--- src/pwm_event_pkg.sv ---
// Constants shared by the timer event and simultaneous enable logic
package pwm_event_pkg;
    localparam int          NUM_CHANNELS   = 4;
    localparam int          NUM_EVENTS     = 9;
    localparam int          COUNTER_WIDTH  = 32;
    localparam int          TRIG_WIDTH     = 2;
    localparam int          DIV_WIDTH      = 6;
    // Event positions within a channel's event vector
    localparam int          EV_CCMP_A      = 0;
    localparam int          EV_CCMP_B      = 1;
    localparam int          EV_CMP_C       = 2;
    localparam int          EV_CMP_D       = 3;
    localparam int          EV_CMP_E       = 4;
    localparam int          EV_CMP_F       = 5;
    localparam int          EV_OVERFLOW    = 6;
    localparam int          EV_UNDERFLOW   = 7;
    localparam int          EV_PC_STOP     = 8;
    // Trigger and select bit positions
    localparam int          TRIG_START     = 0;
    localparam int          TRIG_STOP      = 1;
    // Channel index 0..3 stands for channels 1, 2, 4, 5
    localparam logic [3:0]  WIDE_MASK      = 4'h3;
    localparam logic [3:0]  PC_STOP_MASK   = 4'hD;
    localparam logic [31:0] WIDE_BITS      = 32'hFFFFFFFF;
    localparam logic [31:0] NARROW_BITS    = 32'h0000FFFF;
    localparam logic [2:0]  RATIO_SEL_MAX  = 3'h6;
    localparam logic [5:0]  DIV_ONE        = 6'h01;
    localparam logic [5:0]  DIV_RESET      = 6'h00;
    localparam logic [3:0]  ENABLE_RESET   = 4'h0;
endpackage

--- src/pwm_event_sync.sv ---
// Per-channel timer events and cross-channel operation enable trigger
`timescale 1ns/1ps
module pwm_event_sync
(
    input  wire logic                    clk_sys,
    input  wire logic                    reset,
    input  wire logic [2:0]              ratio_select,
    input  wire logic [3:0]              count_step,
    input  wire logic [3:0]              count_down,
    input  wire logic [3:0][31:0]        channel_counter,
    input  wire logic [3:0][31:0]        period_setting_reg,
    input  wire logic [3:0][31:0]        compare_capture_reg_a,
    input  wire logic [3:0][31:0]        compare_capture_reg_b,
    input  wire logic [3:0][31:0]        compare_reg_c,
    input  wire logic [3:0][31:0]        compare_reg_d,
    input  wire logic [3:0][31:0]        compare_reg_e,
    input  wire logic [3:0][31:0]        compare_reg_f,
    input  wire logic [3:0]              capture_a,
    input  wire logic [3:0]              capture_b,
    input  wire logic [3:0]              period_count_stop,
    input  wire logic [3:0]              channel_secure,
    input  wire logic [3:0]              trigger_write,
    input  wire logic [3:0]              trigger_write_secure,
    input  wire logic [3:0][1:0]         trigger_write_data,
    input  wire logic [3:0][1:0]         sync_enable_select_reg,
    output logic      [3:0][8:0]         irq_event,
    output logic      [3:0][8:0]         dma_request,
    output logic      [3:0]              operation_enable,
    output logic                         core_tick
);
    logic [5:0]      div_count;
    logic [5:0]      next_div_count;
    logic [5:0]      div_limit;
    logic [2:0]      ratio_clamped;
    logic            tick;
    logic            next_core_tick;
    logic [3:0][8:0] next_irq_event;
    logic [3:0]      next_operation_enable;
    logic [3:0]      start_hit;
    logic [3:0]      stop_hit;

    // Core clock divider; a ratio change mid-period keeps the count and ticks at once if the count already meets the new limit
    always_comb
    begin
        ratio_clamped = (ratio_select > pwm_event_pkg::RATIO_SEL_MAX) ?
                        pwm_event_pkg::RATIO_SEL_MAX : ratio_select;
        // At ratio 64 the shift wraps to zero; minus one still gives 63
        div_limit = (pwm_event_pkg::DIV_ONE << ratio_clamped)
                    - pwm_event_pkg::DIV_ONE;
        tick = (div_count >= div_limit);
        next_div_count = tick ? pwm_event_pkg::DIV_RESET
                              : div_count + pwm_event_pkg::DIV_ONE;
        next_core_tick = tick;
    end

    always_ff @(posedge clk_sys)
    begin
        if (reset)
        begin
            div_count <= pwm_event_pkg::DIV_RESET;
            core_tick <= 1'b0;
        end
        else
        begin
            div_count <= next_div_count;
            core_tick <= next_core_tick;
        end
    end

    // Event detection, sampled only on core clock ticks
    always_comb
    begin
        logic [31:0] mask;
        logic [31:0] cnt;
        logic        step;
        mask = pwm_event_pkg::WIDE_BITS;
        cnt  = '0;
        step = 1'b0;
        next_irq_event = '0;
        for (int c = 0; c < pwm_event_pkg::NUM_CHANNELS; c++)
        begin
            // Narrow channels compare only their low half
            mask = pwm_event_pkg::WIDE_MASK[c] ? pwm_event_pkg::WIDE_BITS
                                               : pwm_event_pkg::NARROW_BITS;
            cnt  = channel_counter[c] & mask;
            step = tick & count_step[c];
            next_irq_event[c][pwm_event_pkg::EV_CCMP_A] = tick &
                ((step & (cnt == (compare_capture_reg_a[c] & mask)))
                 | capture_a[c]);
            next_irq_event[c][pwm_event_pkg::EV_CCMP_B] = tick &
                ((step & (cnt == (compare_capture_reg_b[c] & mask)))
                 | capture_b[c]);
            next_irq_event[c][pwm_event_pkg::EV_CMP_C] =
                step & (cnt == (compare_reg_c[c] & mask));
            next_irq_event[c][pwm_event_pkg::EV_CMP_D] =
                step & (cnt == (compare_reg_d[c] & mask));
            next_irq_event[c][pwm_event_pkg::EV_CMP_E] =
                step & (cnt == (compare_reg_e[c] & mask));
            next_irq_event[c][pwm_event_pkg::EV_CMP_F] =
                step & (cnt == (compare_reg_f[c] & mask));
            next_irq_event[c][pwm_event_pkg::EV_OVERFLOW] = step &
                ~count_down[c] &
                (cnt == (period_setting_reg[c] & mask));
            next_irq_event[c][pwm_event_pkg::EV_UNDERFLOW] = step &
                count_down[c] & (cnt == '0);
            next_irq_event[c][pwm_event_pkg::EV_PC_STOP] = tick &
                period_count_stop[c] & pwm_event_pkg::PC_STOP_MASK[c];
        end
    end

    // Sampling on ticks keeps each event to one pulse per core cycle
    always_ff @(posedge clk_sys)
    begin
        if (reset)
        begin
            irq_event   <= '0;
            dma_request <= '0;
        end
        else
        begin
            irq_event   <= next_irq_event;
            dma_request <= next_irq_event;
        end
    end

    // Simultaneous operation enable across all channels
    always_comb
    begin
        logic writer_ok;
        writer_ok = 1'b0;
        start_hit = '0;
        stop_hit  = '0;
        next_operation_enable = operation_enable;
        for (int c = 0; c < pwm_event_pkg::NUM_CHANNELS; c++)
        begin
            for (int w = 0; w < pwm_event_pkg::NUM_CHANNELS; w++)
            begin
                writer_ok = trigger_write[w] &
                    (trigger_write_secure[w] | ~channel_secure[w]);
                // Accepted non-secure writes still skip secure targets
                if (writer_ok &
                    (trigger_write_secure[w] | ~channel_secure[c]))
                begin
                    start_hit[c] = start_hit[c] |
                        trigger_write_data[w][pwm_event_pkg::TRIG_START];
                    stop_hit[c] = stop_hit[c] |
                        trigger_write_data[w][pwm_event_pkg::TRIG_STOP];
                end
            end
            // Start wins when both arrive together
            if (stop_hit[c] &
                sync_enable_select_reg[c][pwm_event_pkg::TRIG_STOP])
                next_operation_enable[c] = 1'b0;
            if (start_hit[c] &
                sync_enable_select_reg[c][pwm_event_pkg::TRIG_START])
                next_operation_enable[c] = 1'b1;
        end
    end

    always_ff @(posedge clk_sys)
    begin
        if (reset)
            operation_enable <= pwm_event_pkg::ENABLE_RESET;
        else
            operation_enable <= next_operation_enable;
    end

    // Checks on the event, divider and enable paths
    pc_absent_a: assert property (@(posedge clk_sys) disable iff (reset)
        !irq_event[1][8] && !dma_request[1][8])
        else $error("period stop event on channel without it");

    pc_stop_a: assert property (@(posedge clk_sys) disable iff (reset)
        (tick && period_count_stop[3]) |=> irq_event[3][8])
        else $error("period stop event missed");

    dma_mirror_a: assert property (@(posedge clk_sys) disable iff (reset)
        dma_request == irq_event)
        else $error("dma request differs from event");

    ovf_cause_a: assert property (@(posedge clk_sys) disable iff (reset)
        irq_event[0][6] |-> $past(tick && count_step[0] && !count_down[0]
            && channel_counter[0] == period_setting_reg[0]))
        else $error("overflow without period match");

    udf_cause_a: assert property (@(posedge clk_sys) disable iff (reset)
        (tick && count_step[2] && count_down[2]
         && channel_counter[2][15:0] == 16'h0000) |=> irq_event[2][7])
        else $error("narrow underflow missed");

    cmp_narrow_a: assert property (@(posedge clk_sys) disable iff (reset)
        (tick && count_step[3] && channel_counter[3][15:0]
         == compare_reg_c[3][15:0]) |=> irq_event[3][2])
        else $error("narrow compare c missed");

    tick_spacing_a: assert property (@(posedge clk_sys)
        disable iff (reset)
        (tick && ratio_select == 3'h2 && $past(ratio_select) == 3'h2
         && $past(ratio_select, 2) == 3'h2 && $past(ratio_select, 3) == 3'h2)
        |=> !tick [*3])
        else $error("core tick spacing wrong for ratio four");

    start_load_a: assert property (@(posedge clk_sys)
        disable iff (reset)
        (trigger_write[0] && trigger_write_secure[0]
         && trigger_write_data[0][0] && sync_enable_select_reg[2][0])
        |=> operation_enable[2])
        else $error("selected channel not started");

    stop_load_a: assert property (@(posedge clk_sys)
        disable iff (reset)
        (trigger_write == 4'h1 && trigger_write_secure[0]
         && trigger_write_data[0] == 2'h2 && sync_enable_select_reg[1][1])
        |=> !operation_enable[1])
        else $error("selected channel not stopped");

    secure_hold_a: assert property (@(posedge clk_sys)
        disable iff (reset)
        (channel_secure[2] && (trigger_write & trigger_write_secure) == 4'h0)
        |=> $stable(operation_enable[2]))
        else $error("secure channel changed by non-secure write");

    ns_ignore_a: assert property (@(posedge clk_sys) disable iff (reset)
        (trigger_write == 4'h4 && !trigger_write_secure[2]
         && channel_secure[2]) |=> $stable(operation_enable))
        else $error("non-secure write to secure trigger took effect");

    reset_clear_a: assert property (@(posedge clk_sys)
        reset |=> operation_enable == 4'h0 && irq_event == '0)
        else $error("outputs not cleared by reset");
endmodule // pwm_event_sync

--- config.mk ---
export PLATFORM = sky130hd
export DESIGN_NAME = pwm_event_sync
export DESIGN_NICKNAME = d
export VERILOG_FILES = /design/src/pwm_event_pkg.sv /design/src/pwm_event_sync.sv
export SDC_FILE = /design/constraint.sdc
export NUM_CORES = 1
export LEC_CHECK = 0
export ABC_AREA = 1
export BUFFER_PORTS_ARGS = -buffer_cell sky130_fd_sc_hd__buf_2
export CORE_AREA = 4 4 442 444
export CTS_BUF_LIST = sky130_fd_sc_hd__clkbuf_4 sky130_fd_sc_hd__clkbuf_8
export DETAILED_ROUTE_END_ITERATION = 16
export DIE_AREA = 0 0 446 448
export PLACE_DENSITY = 0.31
export SETUP_SLACK_MARGIN = 0.5
export SLEW_MARGIN = 0
export SYNTH_ARGS = -nofsm -noshare
export SYNTH_HDL_FRONTEND = slang
export SYNTH_SLANG_ARGS = --single-unit
--- constraint.sdc ---
create_clock -name clk_sys -period 3 [get_ports clk_sys]
set_clock_uncertainty 0.2 [all_clocks]
set_input_delay 0.75 -clock clk_sys [delete_from_list [all_inputs] [get_ports clk_sys]]
set_output_delay 0.75 -clock clk_sys [all_outputs]
set_load 0.02 [all_outputs]
Yosys cells after proc, flatten, opt, wreduce, memory -nomap -nowiden
Index checks and enable logic that the tools add are counted.

$add $sub $neg: 2. $lt $le $gt $ge: 2. Equality and inequality tests: 28. Shifts and indexed selects: 1. Muxes and demuxes: 41. Bitwise operators: 139. Reduce and logical (&&, ||, !) cells: 9.

Operators by type and width (count): equality test 32 bit (14); equality test 16 bit (14); zero test 32 bit (4); bitwise AND 1 bit (83); bitwise OR 1 bit (48); two-way mux 1 bit (40); NOT 1 bit (8); nonzero test 2 bit (4); adder 6 x 1 -> 6 bit, second input constant (1); >= comparator 6 bit (1); left shift 1 x 3 -> 6 bit, first input constant (1); subtractor 6 x 1 -> 6 bit, second input constant (1); > comparator 3 bit, second input constant (1); two-way mux 3 bit (1); OR reduction 2 bit (1).

Register bits: 47. Bits of input ports: 1077. Output and inout bits: 77. Word-level logic and storage cells: 233.

Longest topological paths before layout
Gate-level depths: netlist of run 1.

Word-level depth: 14. Gate-level depth with buffers: 11. Mapped depth without buffers: 11.

Least setup slack after synthesis of run 1
Ideal clock, no wire load.

Path kind: input to register. Start point: input port ratio_select[1]. End point: register dma_request[3] (netlist name). Setup time: 0.064 ns. Arrival time: 1.939 ns. Required time: 2.736 ns. Setup slack: 0.797 ns. Cell stages on the path: 11. Buffers on the path: 0. Cells stage by stage: nor2_1 > nand2_1 > ha_1 > inv_1 > a21boi_0 > o21ai_1 > nand2_2 > inv_2 > nor2_1 > nand3_1 > nor2_1.

Cells in the longest elaborated chain, start to end: 7.

RTL lines: start, declared (RTL line pwm_event_sync.sv:7) `input wire logic [2:0] ratio_select,`; > comparator 3 bit (RTL line pwm_event_sync.sv:45) `ratio_clamped = (ratio_select > pwm_event_pkg::RATIO_SEL_MAX) ?`; two-way mux 3 bit * (RTL line pwm_event_sync.sv:45); left shift 1 x 3 -> 6 bit * (RTL line pwm_event_sync.sv:48) `div_limit = (pwm_event_pkg::DIV_ONE << ratio_clamped)`; subtractor 6 x 1 -> 6 bit * (RTL line pwm_event_sync.sv:49) `- pwm_event_pkg::DIV_ONE;`; >= comparator 6 bit * (RTL line pwm_event_sync.sv:50) `tick = (div_count >= div_limit);`; bitwise AND 1 bit * (RTL line pwm_event_sync.sv:86) `step = tick & count_step[c];`; bitwise AND 1 bit * (RTL line pwm_event_sync.sv:96) `step & (cnt == (compare_reg_d[c] & mask));`; end signal, assigned (RTL line pwm_event_sync.sv:122) `dma_request <= next_irq_event;`; end, declared (RTL line pwm_event_sync.sv:27) `output logic [3:0][8:0] dma_request,`.

Mark *: on every way between the ends. The rest lies on a longest branch, timed or not. A chain may end at the register's enable or synchronous reset.

Worst setup path in the final report of run 1
Start point: input port channel_counter[8] (netlist name). End point: register dma_request[0] (netlist name).

Cells in the longest elaborated chain, start to end: 4.

RTL lines: start, declared (RTL line pwm_event_sync.sv:10) `input wire logic [3:0][31:0] channel_counter,`; equality test 32 bit (RTL line pwm_event_sync.sv:88) `((step & (cnt == (compare_capture_reg_a[c] & mask)))`; bitwise AND 1 bit (RTL line pwm_event_sync.sv:88); bitwise OR 1 bit (RTL line pwm_event_sync.sv:89) `| capture_a[c]);`; bitwise AND 1 bit (RTL line pwm_event_sync.sv:87) `next_irq_event[c][pwm_event_pkg::EV_CCMP_A] = tick &`.

Every way passes these cells.

==> qor.tcl, run 1 <==
set qor(route.antenna.remaining_nets) 0
set qor(avgRoutedWirePerCell_um) 24.8
set qor(final_hold_viol_count) 0
set qor(worstSetupStartpoint) {channel_counter[8]}
set qor(ys_ff_latch) 46
set qor(die_x_um) 446
set qor(crit_type) {in -> reg}
set qor(drtIter0Drc) 1173
set qor(period_share) 0.785
set qor(clock_tree.root_cell) {sky130_fd_sc_hd__clkbuf_8}
set qor(floorplan_core_area_um2) 192000
set qor(timing_worst_slew_pin_value_ns) 0.844
set qor(start_util) 0.0614
set qor(grt_max_degree) 20
set qor(htree_num_levels) 2
set qor(timing.critical_path.arrival_ns) 2.52
set qor(detail_route.drc_violations) 0
set qor(post_cts_buffers) 0
set qor(synth.yosys.warnings) 0
set qor(grt_antenna_before_repair) 93
set qor(crit-reg2reg-launch) {div_count[0]$_SDFF_PP0_}
set qor(fmaxAchievable_mhz) 425
set qor(chipHeight_um) 448
set qor(portBuffers) 894
set qor(hold_buffers) 0
set qor(clock_tree.buffer_depth) 2
set qor(fin_ws_ns) 0.646
set qor(layout_min_cycle_time_ns) 2.35
set qor(total_wire_length_after_detailed_routing_mm) 142
set qor(worst_setup_hold_path_clk_slew_ns) 0.15
set qor(detailroute.via_count) 18900
set qor(synth_edf_count) 0
set qor(worstSetupStartpointType) {primary input}
set qor(timing.max_slew.rel_slack) 0.432
set qor(clock_sink_count) 46
set qor(slew_viol_final) 0
set qor(grt_first_pass_wirelength_mm) 178
set qor(setup_tns_ns) 0
set qor(timing.final.setup_violations) 0
set qor(global_route.overflow_total) 0
set qor(yosys_most_used_dff) {sky130_fd_sc_hd__dfxtp_1}
set qor(holdPathStages) 2
set qor(run_status) {finished clean}
set qor(p_leak_uw) 0.00964
set qor(final_layout_size_suffix_gt1_frac) 0.363
set qor(fp.dieArea_um2) 200000
set qor(avgViaCountPerCell) 3.30
set qor(core.rowCount) 161
set qor(grtUsageTotal) 0.135
set qor(dp_hpwl_mm) 131
set qor(syn-cell-area_um2) 11800
set qor(cp-end-kind) {flop}
set qor(ios) 1154
set qor(ctsResizeCount) 0
set qor(via_count_of_the_first_global_routing_pass) 18300
set qor(final_gp_congestion) 0.910
set qor(worst_ir_drop_vdd_mv) 0.192
set qor(finalNetCount) 4255
set qor(cts_tree) {done}
set qor(drt_first_pass_iters) 6
set qor(power_per_unit_of_standard_cell_area_nw_per_um2) 192
set qor(crit_required_ns) 3.16
set qor(synthesis.instances) 2226
set qor(numCtsBuffers) 5
set qor(area_growth_pct) 71.0
set qor(drv.max_cap_violation_count) 0
set qor(min-delay-path-class) {reg -> reg}
set qor(preCtsSetupSlack_ns) 0.110
set qor(worstHoldStart) {operation_enable[2]$_SDFFE_PP0P_}
set qor(rsz_0062_raised_after_global_routing) {false}
set qor(timing.reg2reg.worst_path_depth) 11
set qor(synth-async-reset-ratio) 0
set qor(postSynthAreaPerCell_um2) 5.29
set qor(synthDistinctLibCells) 42
set qor(synth_seq_area_share) 0.0783
set qor(post-route-util) 0.105
set qor(critPathMaxFanout) 9
set qor(insertion_delay_ns) 0.46
kinds of logic after synthesis:
logic type | count (synthesis) | share of synthesized area
buf+inv | 348 | 0.138
compound gates | 356 | 0.181
simple gates | 1277 | 0.452
fa+ha+maj | 7 | 0.00744
xor+xnor | 191 | 0.142
flops | 46 | 0.0783
other cells | 1 | 0.000319
sequential cells by signal (all words and copies together) (netlist names):
register          flops
div_count             6
dma_request          35
core_tick             1
operation_enable      4
Yosys cell counts (all sizes together), types with 3 or more instances:
master / number / area (µm²)
nand2: 683 / 2580
nor2: 339 / 1270
inv: 233 / 875
o21ai: 171 / 856
xnor2: 134 / 1170
buf: 103 / 699
nand3: 78 / 390
o22ai: 75 / 469
nand4: 71 / 444
or2: 60 / 375
xor2: 57 / 499
dfxtp: 46 / 921
a21oi: 40 / 200
a22o: 25 / 219
nor3: 24 / 120
nor4: 15 / 93.8
a211oi: 12 / 90.1
clkbuf: 9 / 43.8
o2111ai: 9 / 78.8
a221oi: 8 / 95.1
ha: 7 / 87.6
a21boi: 5 / 37.5
and3: 4 / 25.0
o221ai: 4 / 35.0
clkinv: 3 / 11.3
o211ai: 3 / 22.5
o21a: 3 / 22.5
cell usage in the layout, fill, tap and decap left out, types with 5 or more instances in the layout:
cell | Yosys | layout
sky130_fd_sc_hd__buf_4 | 46 | 145
sky130_fd_sc_hd__o2111ai_1 | 9 | 9
sky130_fd_sc_hd__dfxtp_1 | 46 | 46
sky130_fd_sc_hd__inv_2 | 33 | 33
sky130_fd_sc_hd__nor3_1 | 24 | 24
sky130_fd_sc_hd__ha_1 | 7 | 7
sky130_fd_sc_hd__inv_1 | 200 | 200
sky130_fd_sc_hd__or2_2 | 54 | 54
sky130_fd_sc_hd__xnor2_1 | 134 | 134
sky130_fd_sc_hd__o21ai_1 | 6 | 6
sky130_fd_sc_hd__xor2_1 | 57 | 57
sky130_fd_sc_hd__nor4_1 | 15 | 15
sky130_fd_sc_hd__nand3_1 | 78 | 78
sky130_fd_sc_hd__nand4_1 | 71 | 71
sky130_fd_sc_hd__a211oi_1 | 12 | 12
sky130_fd_sc_hd__diode_2 | 0 | 34
sky130_fd_sc_hd__o21ai_0 | 165 | 165
sky130_fd_sc_hd__or2_1 | 5 | 5
sky130_fd_sc_hd__nor2_1 | 339 | 339
sky130_fd_sc_hd__clkbuf_8 | 0 | 5
sky130_fd_sc_hd__o22ai_1 | 75 | 75
sky130_fd_sc_hd__nand2_2 | 5 | 5
sky130_fd_sc_hd__a22o_1 | 25 | 25
sky130_fd_sc_hd__buf_2 | 46 | 894
sky130_fd_sc_hd__a21oi_1 | 40 | 40
sky130_fd_sc_hd__buf_12 | 0 | 10
sky130_fd_sc_hd__nand2_1 | 678 | 678
worst max-delay path, cell delays in order:
cell                      delay, ns
sky130_fd_sc_hd__buf_2         0.25
sky130_fd_sc_hd__inv_2         0.22
sky130_fd_sc_hd__nand2_1       0.10
sky130_fd_sc_hd__nand2_1       0.05
sky130_fd_sc_hd__nor2_1        0.09
sky130_fd_sc_hd__nand2_1       0.08
sky130_fd_sc_hd__nor2_1        0.17
sky130_fd_sc_hd__buf_4         0.18
sky130_fd_sc_hd__nand3_1       0.08
sky130_fd_sc_hd__nor2_1        0.19
sky130_fd_sc_hd__buf_4         0.18
sky130_fd_sc_hd__nor2_1        0.08
sky130_fd_sc_hd__nor2_1        0.10
report_power, final:
part,switching (µW),internal (µW)
clock network,434,168
logic,1590,1040
registers,12.9,623
metal layers:
metal  GRT usage  routed length (µm)  up-vias
met2       0.250               72400      854
met1       0.161               57900     8779
li1            -                   -     9103
met5           0                 146        -
met3      0.0233                7800      178
met4      0.0346                4230       24
per-stage QoR:
stage | hold WS, ns | instance area [µm²] | total power, µW | instances
after floorplan | 0.230 | 11800 | 1720 | 2227
after global placement | 0.249 | 20000 | 3340 | 5690
after detailed placement | 0.248 | 20000 | 3330 | 5690
after CTS | 0.247 | 20000 | 4030 | 5698
after global routing | 0.272 | 20100 | 4220 | 5712
final | 0.269 | 20100 | 3870 | 5732
path summary, 6_finish.rpt:
| kind | endpoint | slack, ns |
|---|---|---|
| setup / recovery | dma_request[0]$_SDFF_PP0_ | 0.65 |
| hold / removal | operation_enable[2]$_SDFFE_PP0P_ | 0.27 |
| setup reg to reg | dma_request[11]$_SDFF_PP0_ | 0.87 |
| hold reg to reg | operation_enable[2]$_SDFFE_PP0P_ | 0.27 |
final cells by class:
type	instances	area, µm²
multi-input cells	1833	9220
clock buffers	5	68.8
well taps	2526	3160
diodes	34	85.1
flip-flops and latches	46	921
repair buffers	1049	5760
inverters	236	886
fillers	22800	171000
clock inverters	3	18.8
Note: power is estimated with default switching activity, not from simulation.
==> run 2, diff against run 1 <==
--- a/config.mk
+++ b/config.mk
@@ -7,10 +7,10 @@
 export LEC_CHECK = 0
 export ABC_AREA = 1
 export BUFFER_PORTS_ARGS = -buffer_cell sky130_fd_sc_hd__buf_2
-export CORE_AREA = 4 4 442 444
+export CORE_AREA = 4 4 445 447
 export CTS_BUF_LIST = sky130_fd_sc_hd__clkbuf_4 sky130_fd_sc_hd__clkbuf_8
 export DETAILED_ROUTE_END_ITERATION = 16
-export DIE_AREA = 0 0 446 448
+export DIE_AREA = 0 0 449 451
 export PLACE_DENSITY = 0.31
 export SETUP_SLACK_MARGIN = 0.5
 export SLEW_MARGIN = 0
==> constraint.sdc (replaced) <==
create_clock -name clk_sys -period 2.5 [get_ports clk_sys]
set_clock_uncertainty 0.2 [all_clocks]
set_input_delay 0.625 -clock clk_sys [delete_from_list [all_inputs] [get_ports clk_sys]]
set_output_delay 0.625 -clock clk_sys [all_outputs]
set_load 0.02 [all_outputs]
==> run 2 against run 1 <==
Final cell count grew 1.6%. Design area grew 5.8%. Die area grew 1.3%. Sequential share of layout area grew 0.074 points. Wire length grew 1.8%. Sequential power grew 18%. Critical path depth shrank 1. Register-to-register slack lost 0.28 ns. Non-clock buffer count grew 63. Highest routed layer unchanged.
==> qor.tcl, run 2 (synthesis gave the netlist of run 1 again) <==
set qor(grt_first_pass_wirelength_mm) 183 ;# was 178 mm
set qor(core.rowCount) 162 ;# was 161
set qor(final_hold_viol_count) 0 ;# unchanged
set qor(crit_type) {in -> reg} ;# unchanged
set qor(cp_endpoint) {dma_request[20]$_SDFF_PP0_} ;# was dma_request[0]$_SDFF_PP0_
set qor(regToRegSetupSlack_ns) 0.59 ;# was 0.87 ns
set qor(via_count_of_the_first_global_routing_pass) 18900 ;# was 18300
set qor(drt_first_pass_iters) 6 ;# unchanged
set qor(min-delay-path-class) {in -> reg} ;# was reg -> reg
set qor(finalNetCount) 4318 ;# was 4255
set qor(crit-reg2reg-launch) {div_count[5]$_SDFF_PP0_} ;# was div_count[0]$_SDFF_PP0_
set qor(ff_latch_area_um2) 990 ;# was 921 µm²
set qor(holdPathStages) 3 ;# was 2
set qor(p_leak_uw) 0.0101 ;# was 0.00964 µW
set qor(timing.reg2reg.worst_path_depth) 11 ;# unchanged
set qor(worst_ir_drop_vdd_mv) 0.188 ;# was 0.192 mV
set qor(sw_ratio) 0.496 ;# was 0.527
set qor(largest_register) {dma_request} ;# unchanged
set qor(fin_cells) 5825 ;# was 5732
set qor(p_seq_frac) 0.151 ;# was 0.164
set qor(cts_tree) {done} ;# unchanged
set qor(drv.max_cap_violation_count) 0 ;# unchanged
set qor(timing.critical_path.arrival_ns) 2.13 ;# was 2.52 ns
set qor(setup_tns_ns) 0 ;# unchanged
set qor(detail_route.drc_violations) 0 ;# unchanged
set qor(drtIter0Drc) 1204 ;# was 1173
set qor(clock_tree.buffer_depth) 2 ;# unchanged
set qor(run_status) {finished clean} ;# unchanged
set qor(numCtsBuffers) 5 ;# unchanged
set qor(period_share) 0.789
set qor(clock_tree.root_cell) {sky130_fd_sc_hd__clkbuf_8} ;# unchanged
set qor(fin_ws_ns) 0.528 ;# was 0.646 ns
set qor(fill_cells) 23100 ;# was 22800
set qor(cell_internal_pwr_uw) 2500 ;# was 1830 µW
set qor(flip_flop_count_of_the_largest_register_after_layout) 35 ;# unchanged
set qor(grt_antenna_before_repair) 107 ;# was 93
set qor(timing.final.setup_violations) 0 ;# unchanged
set qor(floorplan_core_area_um2) 194000 ;# was 192000 µm²
set qor(rsz_0062_raised_after_global_routing) {true} ;# was false
set qor(start_util) 0.0606 ;# was 0.0614
set qor(largest_registers) {dma_request x35, div_count x6, operation_enable x4} ;# unchanged
set qor(number_of_cells_in_the_design_after_placement) 5763 ;# was 5690
set qor(clock_power_share) 0.183 ;# was 0.155
set qor(clock_sink_count) 46 ;# unchanged
set qor(timing_worst_slew_pin_value_ns) 0.494 ;# was 0.844 ns
set qor(final_common_cell) {sky130_fd_sc_hd__buf_2} ;# unchanged
set qor(worstSetupStartpointType) {primary input} ;# unchanged
set qor(grtUsageTotal) 0.137 ;# was 0.135
set qor(mostFrequentLayoutCells) {sky130_fd_sc_hd__buf_2, sky130_fd_sc_hd__nand2_1, sky130_fd_sc_hd__nor2_1} ;# unchanged
set qor(avgRoutedWirePerCell_um) 24.9 ;# was 24.8 µm
set qor(global_route.overflow_total) 0 ;# unchanged
set qor(cp-end-kind) {flop} ;# unchanged
set qor(multi_input_comb_area_um2) 9380 ;# was 9220 µm²
set qor(ios) 1154 ;# unchanged
set qor(slew_viol_final) 0 ;# unchanged
set qor(final_gp_congestion) 0.933 ;# was 0.910
set qor(p_comb_frac) 0.666 ;# was 0.680
set qor(critPathMaxFanout) 6 ;# was 9
set qor(worst_setup_hold_path_clk_slew_ns) 0.17 ;# was 0.15 ns
set qor(htree_num_levels) 2 ;# unchanged
set qor(r2r-end) {dma_request[20]$_SDFF_PP0_} ;# was dma_request[11]$_SDFF_PP0_
set qor(area_growth_pct) 80.9 ;# was 71.0%
set qor(fmaxAchievable_mhz) 507
set qor(route.antenna.remaining_nets) 0 ;# unchanged
set qor(power_per_unit_of_standard_cell_area_nw_per_um2) 233 ;# was 192 nW/µm²
set qor(switching_power_uw) 2460 ;# was 2040 µW
set qor(final_layout_size_suffix_gt1_frac) 0.396 ;# was 0.363
set qor(die_x_um) 449 ;# was 446 µm
set qor(detailroute.via_count) 19200 ;# was 18900
set qor(preCtsSetupSlack_ns) -0.318 ;# was 0.110 ns
set qor(layout_min_cycle_time_ns) 1.97
set qor(insertion_delay_ns) 0.44 ;# was 0.46 ns
set qor(total_wire_length_after_detailed_routing_mm) 145 ;# was 142 mm
set qor(timing.max_slew.rel_slack) 0.668 ;# was 0.432
set qor(grt_max_degree) 16 ;# was 20
set qor(worstSetupStartpoint) {ratio_select[1]} ;# was channel_counter[8]
set qor(dp_hpwl_mm) 134 ;# was 131 mm
set qor(chipHeight_um) 451 ;# was 448 µm
set qor(fp.dieArea_um2) 202000 ;# was 200000 µm²
set qor(post-layout-total-power_uw) 4960 ;# was 3870 µW
set qor(avgViaCountPerCell) 3.30 ;# about the same
set qor(portBuffers) 894 ;# unchanged
set qor(crit_required_ns) 2.65 ;# was 3.16 ns
set qor(post-route-util) 0.110 ;# was 0.105
-- run 2: cell count changes in the layout (fill, tap and decap cells not counted), sizes merged --
cell	previous run	this run
buf	1049	1111
diode	34	48
inv	234	230
bufinv	0	2
clkinvlp	0	2
clkbuf	5	6
-- run 2: critical path, stage by stage --
cell                       delay (ns)
sky130_fd_sc_hd__buf_8           0.11
sky130_fd_sc_hd__buf_6           0.11
sky130_fd_sc_hd__nor2_2          0.10
sky130_fd_sc_hd__ha_1            0.22
sky130_fd_sc_hd__a21boi_2        0.16
sky130_fd_sc_hd__o21ai_2         0.15
sky130_fd_sc_hd__nand2_4         0.10
sky130_fd_sc_hd__buf_6           0.14
sky130_fd_sc_hd__buf_4           0.13
sky130_fd_sc_hd__nand2_1         0.09
sky130_fd_sc_hd__buf_12          0.13
sky130_fd_sc_hd__nor2_1          0.05
-- run 2: worst min-delay path by stage --
stage / slack (ns) / endpoint / startpoint
floorplan: 0.23 / div_count[0]$_SDFF_PP0_ / div_count[0]$_SDFF_PP0_
finish: 0.16 / dma_request[26]$_SDFF_PP0_ / period_count_stop[2]
detailed placement: 0.26 / operation_enable[3]$_SDFFE_PP0P_ / operation_enable[3]$_SDFFE_PP0P_
global route: 0.11 / dma_request[26]$_SDFF_PP0_ / period_count_stop[2]
global placement: 0.25 / operation_enable[3]$_SDFFE_PP0P_ / operation_enable[3]$_SDFFE_PP0P_
CTS: 0.06 / dma_request[26]$_SDFF_PP0_ / period_count_stop[2]
-- run 2: power by group through the flow --
stage / registers (µW) / logic (µW) / clock network, µW
after global routing: 751 / 3640 / 1020
after global placement: 780 / 3320 / 0
final: 750 / 3300 / 910
after detailed placement: 780 / 3320 / 0
after floorplan: 781 / 1290 / 0
after CTS: 751 / 3360 / 1040
-- run 2: final cells by class --
class | instances | share of cell area
inverters | 236 | 0.0427
clock buffers | 5 | 0.00323
well taps | 2542 | 0.149
clock inverters | 3 | 0.00323
flip-flops and latches | 46 | 0.0465
multi-input cells | 1833 | 0.441
repair buffers | 1112 | 0.308
diodes | 48 | 0.00564
-- run 2: what timing repair did --
| item | 4_1_cts | 5_1_grt |
|---|---|---|
| endpoints found under the setup margin | 83 | 42 |
| pin swaps | 4 | 19 |
| gates cloned | 1 | 0 |
| setup buffers | 3 | 2 |
| resized for setup | 75 | 52 |
| hold buffers | 0 | 0 |
-- run 2: per-layer routing --
layer | wire length, µm | up-vias | GRT usage | share of wire
met1 | 57600 | 8883 | 0.159 | 0.40
met4 | 5670 | 28 | 0.0495 | 0.039
met2 | 72900 | 880 | 0.248 | 0.50
li1 | - | 9242 | - | -
met5 | 198 | - | 0 | 0.0014
met3 | 8600 | 196 | 0.0285 | 0.059
-- run 2: per-stage QoR --
stage | hold WS (ns) | cell area (µm²)
floorplan | 0.230 | 11800
global placement | 0.248 | 20600
detailed placement | 0.255 | 20600
CTS | 0.0635 | 21000
global route | 0.114 | 21200
finish | 0.159 | 21300
